<file path="src/rtl/rcdes_defs.svh">
// constants of the receive channel lock and link status block
`ifndef RCDES_DEFS_SVH
`define RCDES_DEFS_SVH

// channel count and configuration latch geometry
`define RCDES_CH 4
`define RCDES_CFG_NUM 16
`define RCDES_CFG_RST 8'h00
`define RCDES_CFG_RATE 0
`define RCDES_CFG_DIS 1
`define RCDES_CFG_AMP_HI 3
`define RCDES_CFG_AMP_LO 2

// timing counts, in received bits (one bit per clk)
`define RCDES_DENS_LIMIT 6'h3C
`define RCDES_REF_TIMEOUT 7'h40
`define RCDES_CHAR_LAST 4'h9
`define RCDES_CHAR_HALF 4'h5
`define RCDES_RT_LAST 3'h4
`define RCDES_RT_PHASE 3'h2
`define RCDES_RANGE_BAD 2'h3

// register offsets and reset values
`define RCDES_OFF_STATUS 8'h00
`define RCDES_OFF_MASK 8'h04
`define RCDES_OFF_LINK 8'h08
`define RCDES_OFF_CFGRD 8'h0C
`define RCDES_STATUS_RST 8'h00
`define RCDES_MASK_RST 8'h00

`endif

</file>
<file path="src/rtl/rcdes_pkg.sv">
// types of the receive channel lock and link status block
`include "rcdes_defs.svh"
package rcdes_pkg;

  typedef enum logic [1:0] {
    PH_IDLE = 2'h0,
    PH_WRITE = 2'h1,
    PH_READ = 2'h3
  } rcdes_phase_type;

  typedef enum logic [1:0] {
    RANGE_LOW = 2'h0,
    RANGE_MID = 2'h1,
    RANGE_HIGH = 2'h2,
    RANGE_BAD = 2'h3
  } rcdes_range_type;

  typedef struct packed {
    logic [3:0] pri;
    logic [3:0] sec;
    logic [3:0] insel;
    logic [3:0] lrf;
    logic [3:0] trgRef;
    logic [3:0] rateOk;
    logic [3:0] ampOk;
    logic lqe;
    logic [3:0][1:0] rangeSel;
    logic wrStb;
    logic [3:0] wrAddr;
    logic [7:0] wrData;
  } rcdes_pins_type;

  typedef struct packed {
    logic [9:0] shift;
    logic [9:0] charOut;
    logic [3:0] bitCnt;
    logic rxClk;
    logic [2:0] rtCnt;
    logic rtClk;
    logic prevBit;
    logic [5:0] runLen;
    logic prevRef;
    logic [6:0] refCnt;
    logic fault;
  } rcdes_chan_type;

  typedef struct packed {
    rcdes_chan_type [3:0] chan;
    logic [7:0] status;
    logic [7:0] mask;
    rcdes_phase_type phase;
    logic [7:0] addr;
  } rcdes_state_type;

  typedef struct packed {
    logic [15:0][7:0] latch;
    logic prevStb;
  } rcdes_cfg_state_type;

endpackage : rcdes_pkg

</file>
<file path="src/rtl/rcdes_sync.sv">
// two flip-flop synchroniser for a bundle of pin levels
`timescale 1ns/1ps
module rcdes_sync #(
  parameter int W = 1
) (
  // clock and reset
  input wire logic clk,
  input wire logic srst,
  // levels
  input wire logic [W-1:0] d,
  output logic [W-1:0] q
);
  typedef struct packed {
    logic [W-1:0] meta;
    logic [W-1:0] stable;
  } rcdes_sync_state_type;

  rcdes_sync_state_type stateReg;
  rcdes_sync_state_type stateNext;

  // meta is read by stable only
  always_comb
  begin
    stateNext.meta = d;
    stateNext.stable = stateReg.meta;
  end

  always_ff @(posedge clk)
  begin
    if (srst)
      stateReg <= '0;
    else
      stateReg <= stateNext;
  end

  assign q = stateReg.stable;
endmodule : rcdes_sync

</file>
<file path="src/rtl/rcdes_cfg_port.sv">
// configuration latch write port
`timescale 1ns/1ps
module rcdes_cfg_port (
  // clock and reset
  input wire logic clk,
  input wire logic srst,
  // synchronised write port
  input wire logic wrStb,
  input wire logic [3:0] wrAddr,
  input wire logic [7:0] wrData,
  // latch contents
  output logic [15:0][7:0] cfgLatch
);
  import rcdes_pkg::*;

  rcdes_cfg_state_type stateReg;
  rcdes_cfg_state_type stateNext;

  // byte taken on the rising edge of the strobe
  always_comb
  begin
    stateNext = stateReg;
    stateNext.prevStb = wrStb;
    if (wrStb && !stateReg.prevStb)
      stateNext.latch[wrAddr] = wrData;
  end

  always_ff @(posedge clk)
  begin
    if (srst)
    begin
      stateReg.latch <= {`RCDES_CFG_NUM{`RCDES_CFG_RST}};
      stateReg.prevStb <= 1'b0;
    end
    else
      stateReg <= stateNext;
  end

  assign cfgLatch = stateReg.latch;
endmodule : rcdes_cfg_port

</file>
<file path="src/rtl/rcdes_lock_status.sv">
// receive channel lock decision, link status and clock generation
//
// The AHB-Lite interface to the registers and the register addresses were chosen for this implementation.
`timescale 1ns/1ps
`include "rcdes_defs.svh"

// Functional notes
// - receive clock runs continuously at 1/20 or 1/10 bit rate by rate select
// - ten-bit outputs timed by a true and complement receive clock pair
// - retimer clock at receive clock rate (select 0) or twice it (select 1)
// - retimer clock phase against receive clock is not fixed
// - reset puts every state machine, counter and latch in a known state
// - device reset leaves the scan controller alone; reset it separately
// - qualifier high: amplitude, range and density all must pass to track data
// - density fails after 60 received bits without a transition
// - qualifier low: only the range check decides tracking
// - local reference forced low locks to training reference, fault low
// - local reference high recovers clock and data from selected input
// - long idle or floating inputs may briefly shift receive clock frequency
// - loop range from three-level select: low, mid, high baud bands
// - input select high picks primary input, low picks secondary
// - link fault low is OR of six fault conditions
// - host presents byte and address, pulses strobe; byte goes to latch
// - full rate: data on rising clock; half rate: on both edges
module rcdes_lock_status (
  // clock and reset
  input wire logic clk,
  input wire logic srst,
  // register bus
  input wire logic hsel,
  input wire logic [31:0] haddr,
  input wire logic [1:0] htrans,
  input wire logic hwrite,
  input wire logic [2:0] hsize,
  input wire logic [31:0] hwdata,
  input wire logic hready,
  output logic hreadyout,
  output logic hresp,
  output logic [31:0] hrdata,
  // serial inputs and channel pins
  input wire logic [3:0] primary_serial_in,
  input wire logic [3:0] secondary_serial_in,
  input wire logic [3:0] input_port_sel,
  input wire logic [3:0] local_ref_force,
  input wire logic [3:0] training_ref_clk,
  input wire logic [3:0][1:0] line_rate_range_sel,
  input wire logic lock_qualifier_en,
  // analog detector results
  input wire logic [3:0] rateInRange,
  input wire logic [3:0] amplitudeOk,
  // configuration write port
  input wire logic cfg_write_strobe,
  input wire logic [3:0] cfgAddr,
  input wire logic [7:0] cfgData,
  // receive outputs
  output logic [3:0][9:0] rx_char_out,
  output logic [3:0] rx_char_clk_out,
  output logic [3:0] rx_char_clk_out_n,
  output logic [3:0] retimer_clk_out,
  output logic [3:0] link_fault_n,
  output logic [3:0] recovery_loop_track,
  output rcdes_pkg::rcdes_range_type [3:0] recovery_loop_range,
  output logic [3:0][1:0] amplitude_trip_sel,
  // interrupt
  output logic irq
);
  import rcdes_pkg::*;

  // ****************************************
  // pin synchronisers and configuration
  // ****************************************
  rcdes_pins_type pinsRaw;
  rcdes_pins_type pinsS;
  logic [15:0][7:0] cfgLatch;

  assign pinsRaw.pri = primary_serial_in;
  assign pinsRaw.sec = secondary_serial_in;
  assign pinsRaw.insel = input_port_sel;
  assign pinsRaw.lrf = local_ref_force;
  assign pinsRaw.trgRef = training_ref_clk;
  assign pinsRaw.rateOk = rateInRange;
  assign pinsRaw.ampOk = amplitudeOk;
  assign pinsRaw.lqe = lock_qualifier_en;
  assign pinsRaw.rangeSel = line_rate_range_sel;
  assign pinsRaw.wrStb = cfg_write_strobe;
  assign pinsRaw.wrAddr = cfgAddr;
  assign pinsRaw.wrData = cfgData;

  // every pin is asynchronous to clk
  rcdes_sync #(
    .W($bits(rcdes_pins_type))
  ) u_sync (
    .clk(clk),
    .srst(srst),
    .d(pinsRaw),
    .q(pinsS)
  );

  // the scan controller has its own reset and is not in this block
  rcdes_cfg_port u_cfg (
    .clk(clk),
    .srst(srst),
    .wrStb(pinsS.wrStb),
    .wrAddr(pinsS.wrAddr),
    .wrData(pinsS.wrData),
    .cfgLatch(cfgLatch)
  );

  // ****************************************
  // per channel decisions
  // ****************************************
  rcdes_state_type stateReg;
  rcdes_state_type stateNext;
  logic [3:0] selBit;
  logic [3:0] densOk;
  logic [3:0] refOk;
  logic [3:0] rangeOk;
  logic [3:0] qualOk;
  logic [3:0] trackData;
  logic [3:0] faultNow;
  logic [3:0] rateHalf;
  logic [3:0] chanOff;

  genvar g;
  generate
    for (g = 0; g < `RCDES_CH; g++)
    begin : g_chan
      // each channel has its own copy of every decision
      assign selBit[g] = pinsS.insel[g] ? pinsS.pri[g] : pinsS.sec[g];
      assign densOk[g] = stateReg.chan[g].runLen < `RCDES_DENS_LIMIT;
      assign refOk[g] = stateReg.chan[g].refCnt < `RCDES_REF_TIMEOUT;
      assign rangeOk[g] = pinsS.rateOk[g]
        && (pinsS.rangeSel[g] != `RCDES_RANGE_BAD);
      assign qualOk[g] = pinsS.lqe
        ? (rangeOk[g] && pinsS.ampOk[g] && densOk[g])
        : rangeOk[g];
      assign trackData[g] = pinsS.lrf[g] && qualOk[g];
      assign rateHalf[g] = cfgLatch[g][`RCDES_CFG_RATE];
      assign chanOff[g] = cfgLatch[g][`RCDES_CFG_DIS];
      assign faultNow[g] = !rangeOk[g] || !pinsS.ampOk[g] || !densOk[g]
        || chanOff[g] || !pinsS.lrf[g] || !refOk[g];
      assign recovery_loop_range[g] =
        rcdes_range_type'(pinsS.rangeSel[g]);
      assign amplitude_trip_sel[g] =
        cfgLatch[g][`RCDES_CFG_AMP_HI:`RCDES_CFG_AMP_LO];
      assign rx_char_out[g] = stateReg.chan[g].charOut;
      assign rx_char_clk_out[g] = stateReg.chan[g].rxClk;
      assign rx_char_clk_out_n[g] = !stateReg.chan[g].rxClk;
      assign retimer_clk_out[g] = stateReg.chan[g].rtClk;
      assign link_fault_n[g] = !stateReg.chan[g].fault;
    end
  endgenerate

  assign recovery_loop_track = trackData;

  // ****************************************
  // next state
  // ****************************************
  logic busTake;
  logic [7:0] evSet;
  logic [7:0] evClr;

  assign busTake = hsel && hready && htrans[1];

  always_comb
  begin
    stateNext = stateReg;
    evSet = 8'h00;
    evClr = 8'h00;
    for (int i = 0; i < `RCDES_CH; i++)
    begin
      // bit counter frames one character per ten received bits
      if (stateReg.chan[i].bitCnt == `RCDES_CHAR_LAST)
      begin
        stateNext.chan[i].bitCnt = 4'h0;
        // data changes with the rising clock, or either edge at half rate
        stateNext.chan[i].charOut =
          {stateReg.chan[i].shift[8:0], trackData[i] && selBit[i]};
        if (rateHalf[i])
          stateNext.chan[i].rxClk = !stateReg.chan[i].rxClk;
      end
      else
        stateNext.chan[i].bitCnt = stateReg.chan[i].bitCnt + 4'h1;
      // while on the training reference no data is recovered
      stateNext.chan[i].shift =
        {stateReg.chan[i].shift[8:0], trackData[i] && selBit[i]};
      if (!rateHalf[i])
        stateNext.chan[i].rxClk =
          stateNext.chan[i].bitCnt < `RCDES_CHAR_HALF;
      // retimer always runs at the character rate: equal to the full rate
      // receive clock, twice the half rate one; own counter, no phase tie
      if (stateReg.chan[i].rtCnt == `RCDES_RT_LAST)
      begin
        stateNext.chan[i].rtCnt = 3'h0;
        stateNext.chan[i].rtClk = !stateReg.chan[i].rtClk;
      end
      else
        stateNext.chan[i].rtCnt = stateReg.chan[i].rtCnt + 3'h1;
      // run length of identical bits, saturating at the limit
      stateNext.chan[i].prevBit = selBit[i];
      if (selBit[i] != stateReg.chan[i].prevBit)
        stateNext.chan[i].runLen = 6'h00;
      else if (densOk[i])
        stateNext.chan[i].runLen = stateReg.chan[i].runLen + 6'h01;
      // training reference presence from its edges
      stateNext.chan[i].prevRef = pinsS.trgRef[i];
      if (pinsS.trgRef[i] != stateReg.chan[i].prevRef)
        stateNext.chan[i].refCnt = 7'h00;
      else if (refOk[i])
        stateNext.chan[i].refCnt = stateReg.chan[i].refCnt + 7'h01;
      stateNext.chan[i].fault = faultNow[i];
      // events: fault raised, density lost
      evSet[i] = faultNow[i] && !stateReg.chan[i].fault;
      evSet[i + 4] = densOk[i]
        && (stateNext.chan[i].runLen == `RCDES_DENS_LIMIT);
    end
    // bus data phase
    if (stateReg.phase == PH_WRITE && stateReg.addr == `RCDES_OFF_MASK)
      stateNext.mask = hwdata[7:0];
    if (stateReg.phase == PH_READ && stateReg.addr == `RCDES_OFF_STATUS)
      evClr = stateReg.status;
    // an event in the clearing cycle survives
    stateNext.status = (stateReg.status & ~evClr) | evSet;
    // bus address phase
    if (busTake)
    begin
      stateNext.phase = hwrite ? PH_WRITE : PH_READ;
      stateNext.addr = haddr[7:0];
    end
    else
      stateNext.phase = PH_IDLE;
  end

  always_ff @(posedge clk)
  begin
    if (srst)
    begin
      // known state for every counter and machine
      for (int i = 0; i < `RCDES_CH; i++)
      begin
        stateReg.chan[i] <= '0;
        stateReg.chan[i].bitCnt <= `RCDES_CHAR_LAST; // full first high phase
        stateReg.chan[i].rtCnt <= `RCDES_RT_PHASE;
        stateReg.chan[i].fault <= 1'b1;
      end
      stateReg.status <= `RCDES_STATUS_RST;
      stateReg.mask <= `RCDES_MASK_RST;
      stateReg.phase <= PH_IDLE;
      stateReg.addr <= 8'h00;
    end
    else
      stateReg <= stateNext;
  end

  // ****************************************
  // bus read data and interrupt
  // ****************************************
  // zero wait states: every transfer completes in its data phase
  assign hreadyout = 1'b1;
  assign hresp = 1'b0;

  always_comb
  begin
    hrdata = 32'h0000_0000;
    if (stateReg.phase == PH_READ)
    begin
      case (stateReg.addr)
        `RCDES_OFF_STATUS: hrdata = {24'h000000, stateReg.status};
        `RCDES_OFF_MASK: hrdata = {24'h000000, stateReg.mask};
        `RCDES_OFF_LINK: hrdata = {16'h0000, densOk, refOk,
                                   ~link_fault_n, trackData};
        `RCDES_OFF_CFGRD: hrdata = {cfgLatch[3], cfgLatch[2],
                                    cfgLatch[1], cfgLatch[0]};
        default: hrdata = 32'h0000_0000;
      endcase
    end
  end

  assign irq = |(stateReg.status & stateReg.mask);
endmodule : rcdes_lock_status

</file>
<file path="config.mk">
export PLATFORM = sky130hd
export DESIGN_NAME = rcdes_lock_status
export DESIGN_NICKNAME = d
export VERILOG_FILES = /design/src/rtl/rcdes_pkg.sv /design/src/rtl/rcdes_sync.sv /design/src/rtl/rcdes_cfg_port.sv /design/src/rtl/rcdes_lock_status.sv
export VERILOG_INCLUDE_DIRS = /design/src /design/src/rtl
export SDC_FILE = /design/constraint.sdc
export NUM_CORES = 1
export LEC_CHECK = 0
export BUFFER_PORTS_ARGS = -buffer_cell sky130_fd_sc_hd__buf_2
export CORE_ASPECT_RATIO = 1.25
export CORE_MARGIN = 1
export CORE_UTILIZATION = 30
export DETAILED_ROUTE_END_ITERATION = 12
export SETUP_SLACK_MARGIN = 0.02
export SKIP_CTS_REPAIR_TIMING = 1
export SLEW_MARGIN = 10
export SYNTH_ARGS = -nofsm -noshare
export SYNTH_HDL_FRONTEND = slang
export SYNTH_SLANG_ARGS = --single-unit
</file>
<file path="constraint.sdc">
create_clock -name clk -period 2.27 [get_ports clk]
set_input_delay 0.454 -clock clk [delete_from_list [all_inputs] [get_ports clk]]
set_output_delay 0.454 -clock clk [all_outputs]
set_load 0.02 [all_outputs]
</file>
==> out/metrics.yaml, run 1 <==
io_buffers: 180
grt_pass1_wl_um: 43900
yosys.area_share.simple: 0.227
cts_buffer_depth: 3
yosys.area.top_type_share: 0.532
utilization: 0.366
ys_seq_area_frac: 0.532
period_minus_slack_ns: 2.81
crit_top_cell: "buf_4"
synth_top_family_by_area: "simple AND/OR/NAND/NOR gates"
drive_gt1_frac: 0.202
synth_seq_cells: 335
max_freq_mhz: 355
worstSetupStartpointType: "flop"
place_ws_ns: -0.0616
p_int_w: 0.00972
grt_start_max_net_pins: 63
worst_pin_slew_ns: 0.622
setup_violations: 32
cts_root_buf: "clkbuf_16"
synthMuxAreaShare: 0.0580
clk_pin_slew_worst_paths_ns: 0.06
yosys.area.top_type: "dfxtp_1"
first_pass_iters: 5
die_area_mm2: 0.0428
fin_setup_tns_ns: -15.61
synth_area_per_cell_um2: 9.52
cts-htree-levels: 2
drc: 0
yosysWarnings: 0
synthFlopType: "dfxtp_1"
grt-ovfl-total: 0
syn_to_final_growth_pct: 19.6
synth_xor_area_frac: 0.0264
min_period_over_period: 1.24
p_leak_nw: 6.33
die_h_um: 231
nets: 1590
status: "complete, but fails checks"
hold_violations: 0
drt-initial-drc-count: 509
maxCapViolations: 0
clkSinkCount: 335
critPathMaxStageDelay_ns: 0.54
syn_inst: 1323
cp_slowest_cell: "or4_4"
grt_use_total: 0.131
drtAntennaViolNets: 0
seqPwrFrac: 0.493
p_per_area_mw_per_mm2: 839
numCtsBuffers: 34
stdcell_count: 2025
ir_drop_mv: 0.664
synth_adder_area_share: 0.0159
synth_compound_area_frac: 0.0764
synth-edff-count: 0
vias: 9051
relSlewSlack: 0.584
pwr-share-clk: 0.443
swShare: 0.231
setup_ws_ns: -0.544
core_mm2: 0.0412
antenna_found_initial: 2
die_w_um: 185
cp.required_ns: 1.82
path_delay_family: "simple AND/OR/NAND/NOR gates"
row_count: 83
synth_area_mm2: 0.0126
yosysUniqueCellTypes: 55
ios: 235
critPathKind: "reg -> out"
initial_core_util: 0.306
slew_violations: 0
async_flop_share: 0
synth_area_leaders: "dfxtp_1, nor2b_1, mux2i_1"
drt-vias-per-instance: 4.47
grt_pass1_vias: 8399
grt_setup_unrepaired: "true"
cts_tree: "built"
combPwrFrac: 0.064
routed_wirelength_um: 28800
placed_cells: 1962
crit_arrival_ns: 2.36
hp-class: "in -> reg"
worst-path-max-fanout: 8
synth_nets: 1463
clkLatencyLatePin_ns: 0.53
wl_per_cell_um: 14.2
gp_congestion: 0.842
p_sw_w: 0.00292
critPathBufInv: 3
crit_path_cell_trace: "or4_4 -> nor3_4 -> buf_4 -> nand4_1 -> buf_4 -> nor2_1 -> buf_2"
place_hpwl_um: 20800
violations: "negative setup slack"
clock_skew_ns: 0.0225
end_kind: "output pin"
per-stage QoR:
step / hold WS, ns / cell area [um2] / power, W
final: 0.131 / 15100 / 0.0126
after global routing: 0.111 / 15100 / 0.0132
after CTS: 0.102 / 14900 / 0.0128
after detailed placement: 0.421 / 13800 / 0.00718
after global placement: 0.419 / 13800 / 0.00715
after floorplan: 0.414 / 12600 / 0.00692
area by class of cell:
class,instances,area (um2)
Clock inverter,8,120
Inverter,28,105
Multi-Input combinational cell,843,5160
Tap cell,552,691
Antenna cell,1,2.50
Fill cell,4117,26200
Sequential cell,335,6710
Clock buffer,50,1000
Timing Repair Buffer,208,1280
cell families after synthesis:
group,count (synthesis)
multiplexers,68
flip-flops,335
other,2
AO/OA/AOI/OAI,160
AND/OR/NAND/NOR,558
buffers and inverters,146
adder cells (fa/ha/maj),16
XOR/XNOR,38
Yosys cell counts (all sizes together) (2+ instances only):
cell type / n
a22oi: 7
a21oi: 78
nor2b: 159
inv: 28
nor4b: 2
nand3: 24
or3: 3
nand4b: 2
a2bb2oi: 4
conb: 2
a41oi: 2
buf: 69
ha: 16
a211oi: 5
and3: 9
nor2: 137
dfxtp: 335
a32o: 5
xor2: 17
o21ai: 29
a221o: 4
nand4: 9
clkbuf: 49
nand2b: 23
a31oi: 13
or2: 6
mux4: 4
nand2: 131
nor4: 4
nand3b: 2
xnor2: 21
mux2i: 64
nor3: 16
and2: 27
a311oi: 2
a221oi: 4
worst reg2reg max path, stage by stage, from the launching register on:
cell and delay, ns:
dfxtp_1 0.31, or4_4 0.54, nor3_4 0.20, buf_4 0.18
nand4_2 0.20, nor2b_4 0.23, a22o_1 0.24
registers in the layout, indices dropped and copies added, names as in the netlist:
name / cells
u_cfg.cfgLatch: 32
retimer_clk_out: 4
u_cfg.stateReg: 1
stateReg: 118
u_sync.q: 50
rx_char_clk_out: 4
stateNext: 36
rx_char_out: 40
u_sync.stateNext: 50
final timing paths:
kind | startpoint | end | slack, ns | cells past startpoint
worst max-delay path | stateReg[1]$_SDFFE_PP0P_ | hrdata[9] | -0.54 | 7
worst min-delay path | hwrite | stateReg[9]$_SDFF_PP0_ | 0.13 | 2
worst max register to register | stateReg[1]$_SDFFE_PP0P_ | stateReg[23]$_SDFF_PP0_ | 0.27 | 6
worst min register to register | u_sync.stateNext[20]$_SDFF_PP0_ | u_sync.q[20]$_SDFF_PP0_ | 0.43 | 1
layer usage:
metal | global-route usage | part of all wire | vias to the layer above
met5 | 0 | 0.00045 | -
met4 | 0.0478 | 0.030 | 2
met3 | 0.0280 | 0.050 | 54
met2 | 0.228 | 0.50 | 195
met1 | 0.157 | 0.42 | 4244
li1 | - | - | 4556
cells in the final DEF (no fill, tap or decap), types with 7 or more instances in the layout:
cell,instances
clkbuf_8,8
a31oi_1,13
clkbuf_1,8
nand2_1,131
buf_4,33
xor2_1,17
a22oi_1,7
nor3_1,15
and2_1,17
ha_1,16
buf_6,11
o21ai_0,29
mux2i_1,64
nand2b_1,23
xnor2_1,21
nand4_1,7
and2_4,10
clkbuf_16,35
inv_1,28
nor2b_1,158
dfxtp_1,333
nor2_1,136
nand3_1,22
and3_1,9
a21oi_1,75
buf_2,158
power by group through the flow:
stage	logic [W]	clock network, W	registers, W
after floorplan	0.000610	0	0.00631
after global placement	0.000798	0	0.00635
after detailed placement	0.000821	0	0.00636
after CTS	0.000826	0.00578	0.00623
after global routing	0.000916	0.00598	0.00626
final	0.000810	0.00559	0.00623
Note: power is estimated with default switching activity, not from simulation.
==> run 2, diff against run 1 <==
- ABC_AREA: default -> 1
- CORE_UTILIZATION: 30 -> 49
- PLACE_DENSITY: default -> 0.72
==> out/metrics.yaml, run 2 <==
synth-edff-count: 0
grt_use_met1: 0.259
setup_ws_ns: -0.228
routed_wirelength_um: 28700
min_period_over_period: 1.10
violations: "negative setup slack"
die_area_mm2: 0.0268
grt_setup_unrepaired: "true"
drive_gt1_frac: 0.184
synth_common_cells: "dfxtp_1, nor2_1, inv_1"
numCtsBuffers: 35
ir_drop_mv: 0.990
worst-path-max-fanout: 5
yosys.area.top_type_share: 0.524
fillers: 2271
max_freq_mhz: 400
r2r_end: "stateReg[14]$_SDFFE_PP0P_"
grt_pass1_wl_um: 45400
p_per_area_mw_per_mm2: 873
syn_inst: 1661
yosysWarnings: 0
relSlewSlack: 0.614
rrSetupSlack_ns: 0.64
drt-vias-per-instance: 4.82
cp-endpoint: "hrdata[2]"
worstSetupStartpointType: "flop"
ys_seq_area_frac: 0.524
drt-initial-drc-count: 631
cts_buffer_depth: 3
clkSinkCount: 335
busiest_layer: "met2"
drtAntennaViolNets: 0
synth_seq_cells: 335
diodes: 0
io_buffers: 180
met3_usage: 0.0433
core_mm2: 0.0255
finalPower_w: 0.0134
yosys.area.top_type: "dfxtp_1"
hp-class: "in -> reg"
hold_violations: 0
gp_congestion: 0.904
ios: 235
crit_start: "stateReg[1]$_SDFFE_PP0P_"
layout_commonest_cell: "dfxtp_1"
grt_pass1_vias: 9599
place_hpwl_um: 19900
critPathKind: "reg -> out"
reg2reg_from: "stateReg[7]$_SDFFE_PP0P_"
synth_area_leaders: "dfxtp_1, nor2_1, inv_1"
antenna_found_initial: 1
initial_core_util: 0.503
syn_to_final_growth_pct: 20.0
nets: 1939
clk_pin_slew_worst_paths_ns: 0.06
async_flop_share: 0
crit_arrival_ns: 2.04
synth_nets: 1801
p_leak_nw: 7.17
worst_pin_slew_ns: 0.578
first_pass_iters: 5
end_kind: "output pin"
die_w_um: 147
hold_start: "hwrite"
maxCapViolations: 0
period_minus_slack_ns: 2.50
synth_area_mm2: 0.0128
grt_use_total: 0.208
setup_violations: 31
drc: 0
row_count: 65
grt_start_max_net_pins: 98
met2_usage: 0.357
grt-ovfl-total: 0
synthFlopType: "dfxtp_1"
wl_per_cell_um: 13.3
yosysUniqueCellTypes: 34
cts-htree-levels: 2
cts_tree: "built"
cts_root_buf: "clkbuf_16"
cp.required_ns: 1.82
largest_reg_flops: 118
vias: 10400
synth_area_per_cell_um2: 7.71
clock_skew_ns: 0.0223
clkLatencyLatePin_ns: 0.52
status: "complete, but fails checks"
die_h_um: 183
rr_worst_depth: 10
fin_setup_tns_ns: -4.07
slew_violations: 0
final_cell_mix: "dfxtp_1, nor2_1, inv_1"
top_register: "stateReg"
-- run 2: logic make-up (layout without fill, tap and decap cells) --
| logic type | count (synthesis) | count (layout) | share of synthesized area |
|---|---|---|---|
| compound gates | 211 | 211 | 0.0851 |
| simple gates | 713 | 714 | 0.233 |
| other cells | 2 | 2 | 0.000586 |
| flops | 335 | 335 | 0.524 |
| buf+inv | 367 | 527 | 0.130 |
| xor+xnor | 17 | 17 | 0.0116 |
| fa+ha+maj | 16 | 16 | 0.0156 |
-- run 2: routing by layer --
metal	up-vias	wire length, um
met5	-	13
met4	2	760
met3	58	1520
met2	278	13700
met1	4714	12700
li1	5354	-
-- run 2: worst min path at each step --
stage	cells after the start	to
6_report	2	stateReg[9]$_SDFF_PP0_
5_1_grt	2	stateReg[9]$_SDFF_PP0_
4_1_cts	2	stateReg[9]$_SDFF_PP0_
3_5_place_dp	2	u_sync.q[31]$_SDFF_PP0_
3_3_place_gp	2	u_sync.q[27]$_SDFF_PP0_
2_1_floorplan	2	u_sync.q[0]$_SDFF_PP0_
-- run 2: power breakdown --
| part | total, W | internal (W) | switching [W] |
|---|---|---|---|
| Sequential | 0.00641 | 0.00621 | 0.000204 |
| Clock | 0.00563 | 0.00337 | 0.00226 |
| Combinational | 0.00137 | 0.000514 | 0.000857 |
| Total | 0.0134 | 0.0101 | 0.00332 |
-- run 2: critical path, stage by stage, from the launching register on --
cell and delay (ns):
dfxtp_2 0.33, nor2_4 0.18, inv_4 0.08, nor2_4 0.21, buf_6 0.13, nand3_1 0.07
nand3_1 0.10, nor2_1 0.07, nor2_2 0.20, buf_6 0.15
-- run 2: layout make-up --
class | instances | area (um2) | area share
Sequential cell | 335 | 6710 | 0.437
Multi-Input combinational cell | 960 | 4670 | 0.304
Timing Repair Buffer | 211 | 1460 | 0.0948
Clock buffer | 48 | 1020 | 0.0661
Inverter | 256 | 966 | 0.0629
Tap cell | 335 | 419 | 0.0273
Clock inverter | 12 | 133 | 0.00863
-- run 2: per-stage QoR --
step                      worst slack [ns]  std cells  hold WS, ns   util  area (um2)
after global routing                -0.305       2157        0.106  0.604       15400
final                               -0.228       2157        0.102  0.604       15400
after floorplan                      0.451       1661        0.388      -       12800
after global placement              0.0211       2082        0.389  0.534       13600
after CTS                           -0.563       2142       0.0939  0.579       14700
after detailed placement           -0.0194       2082        0.392  0.534       13600
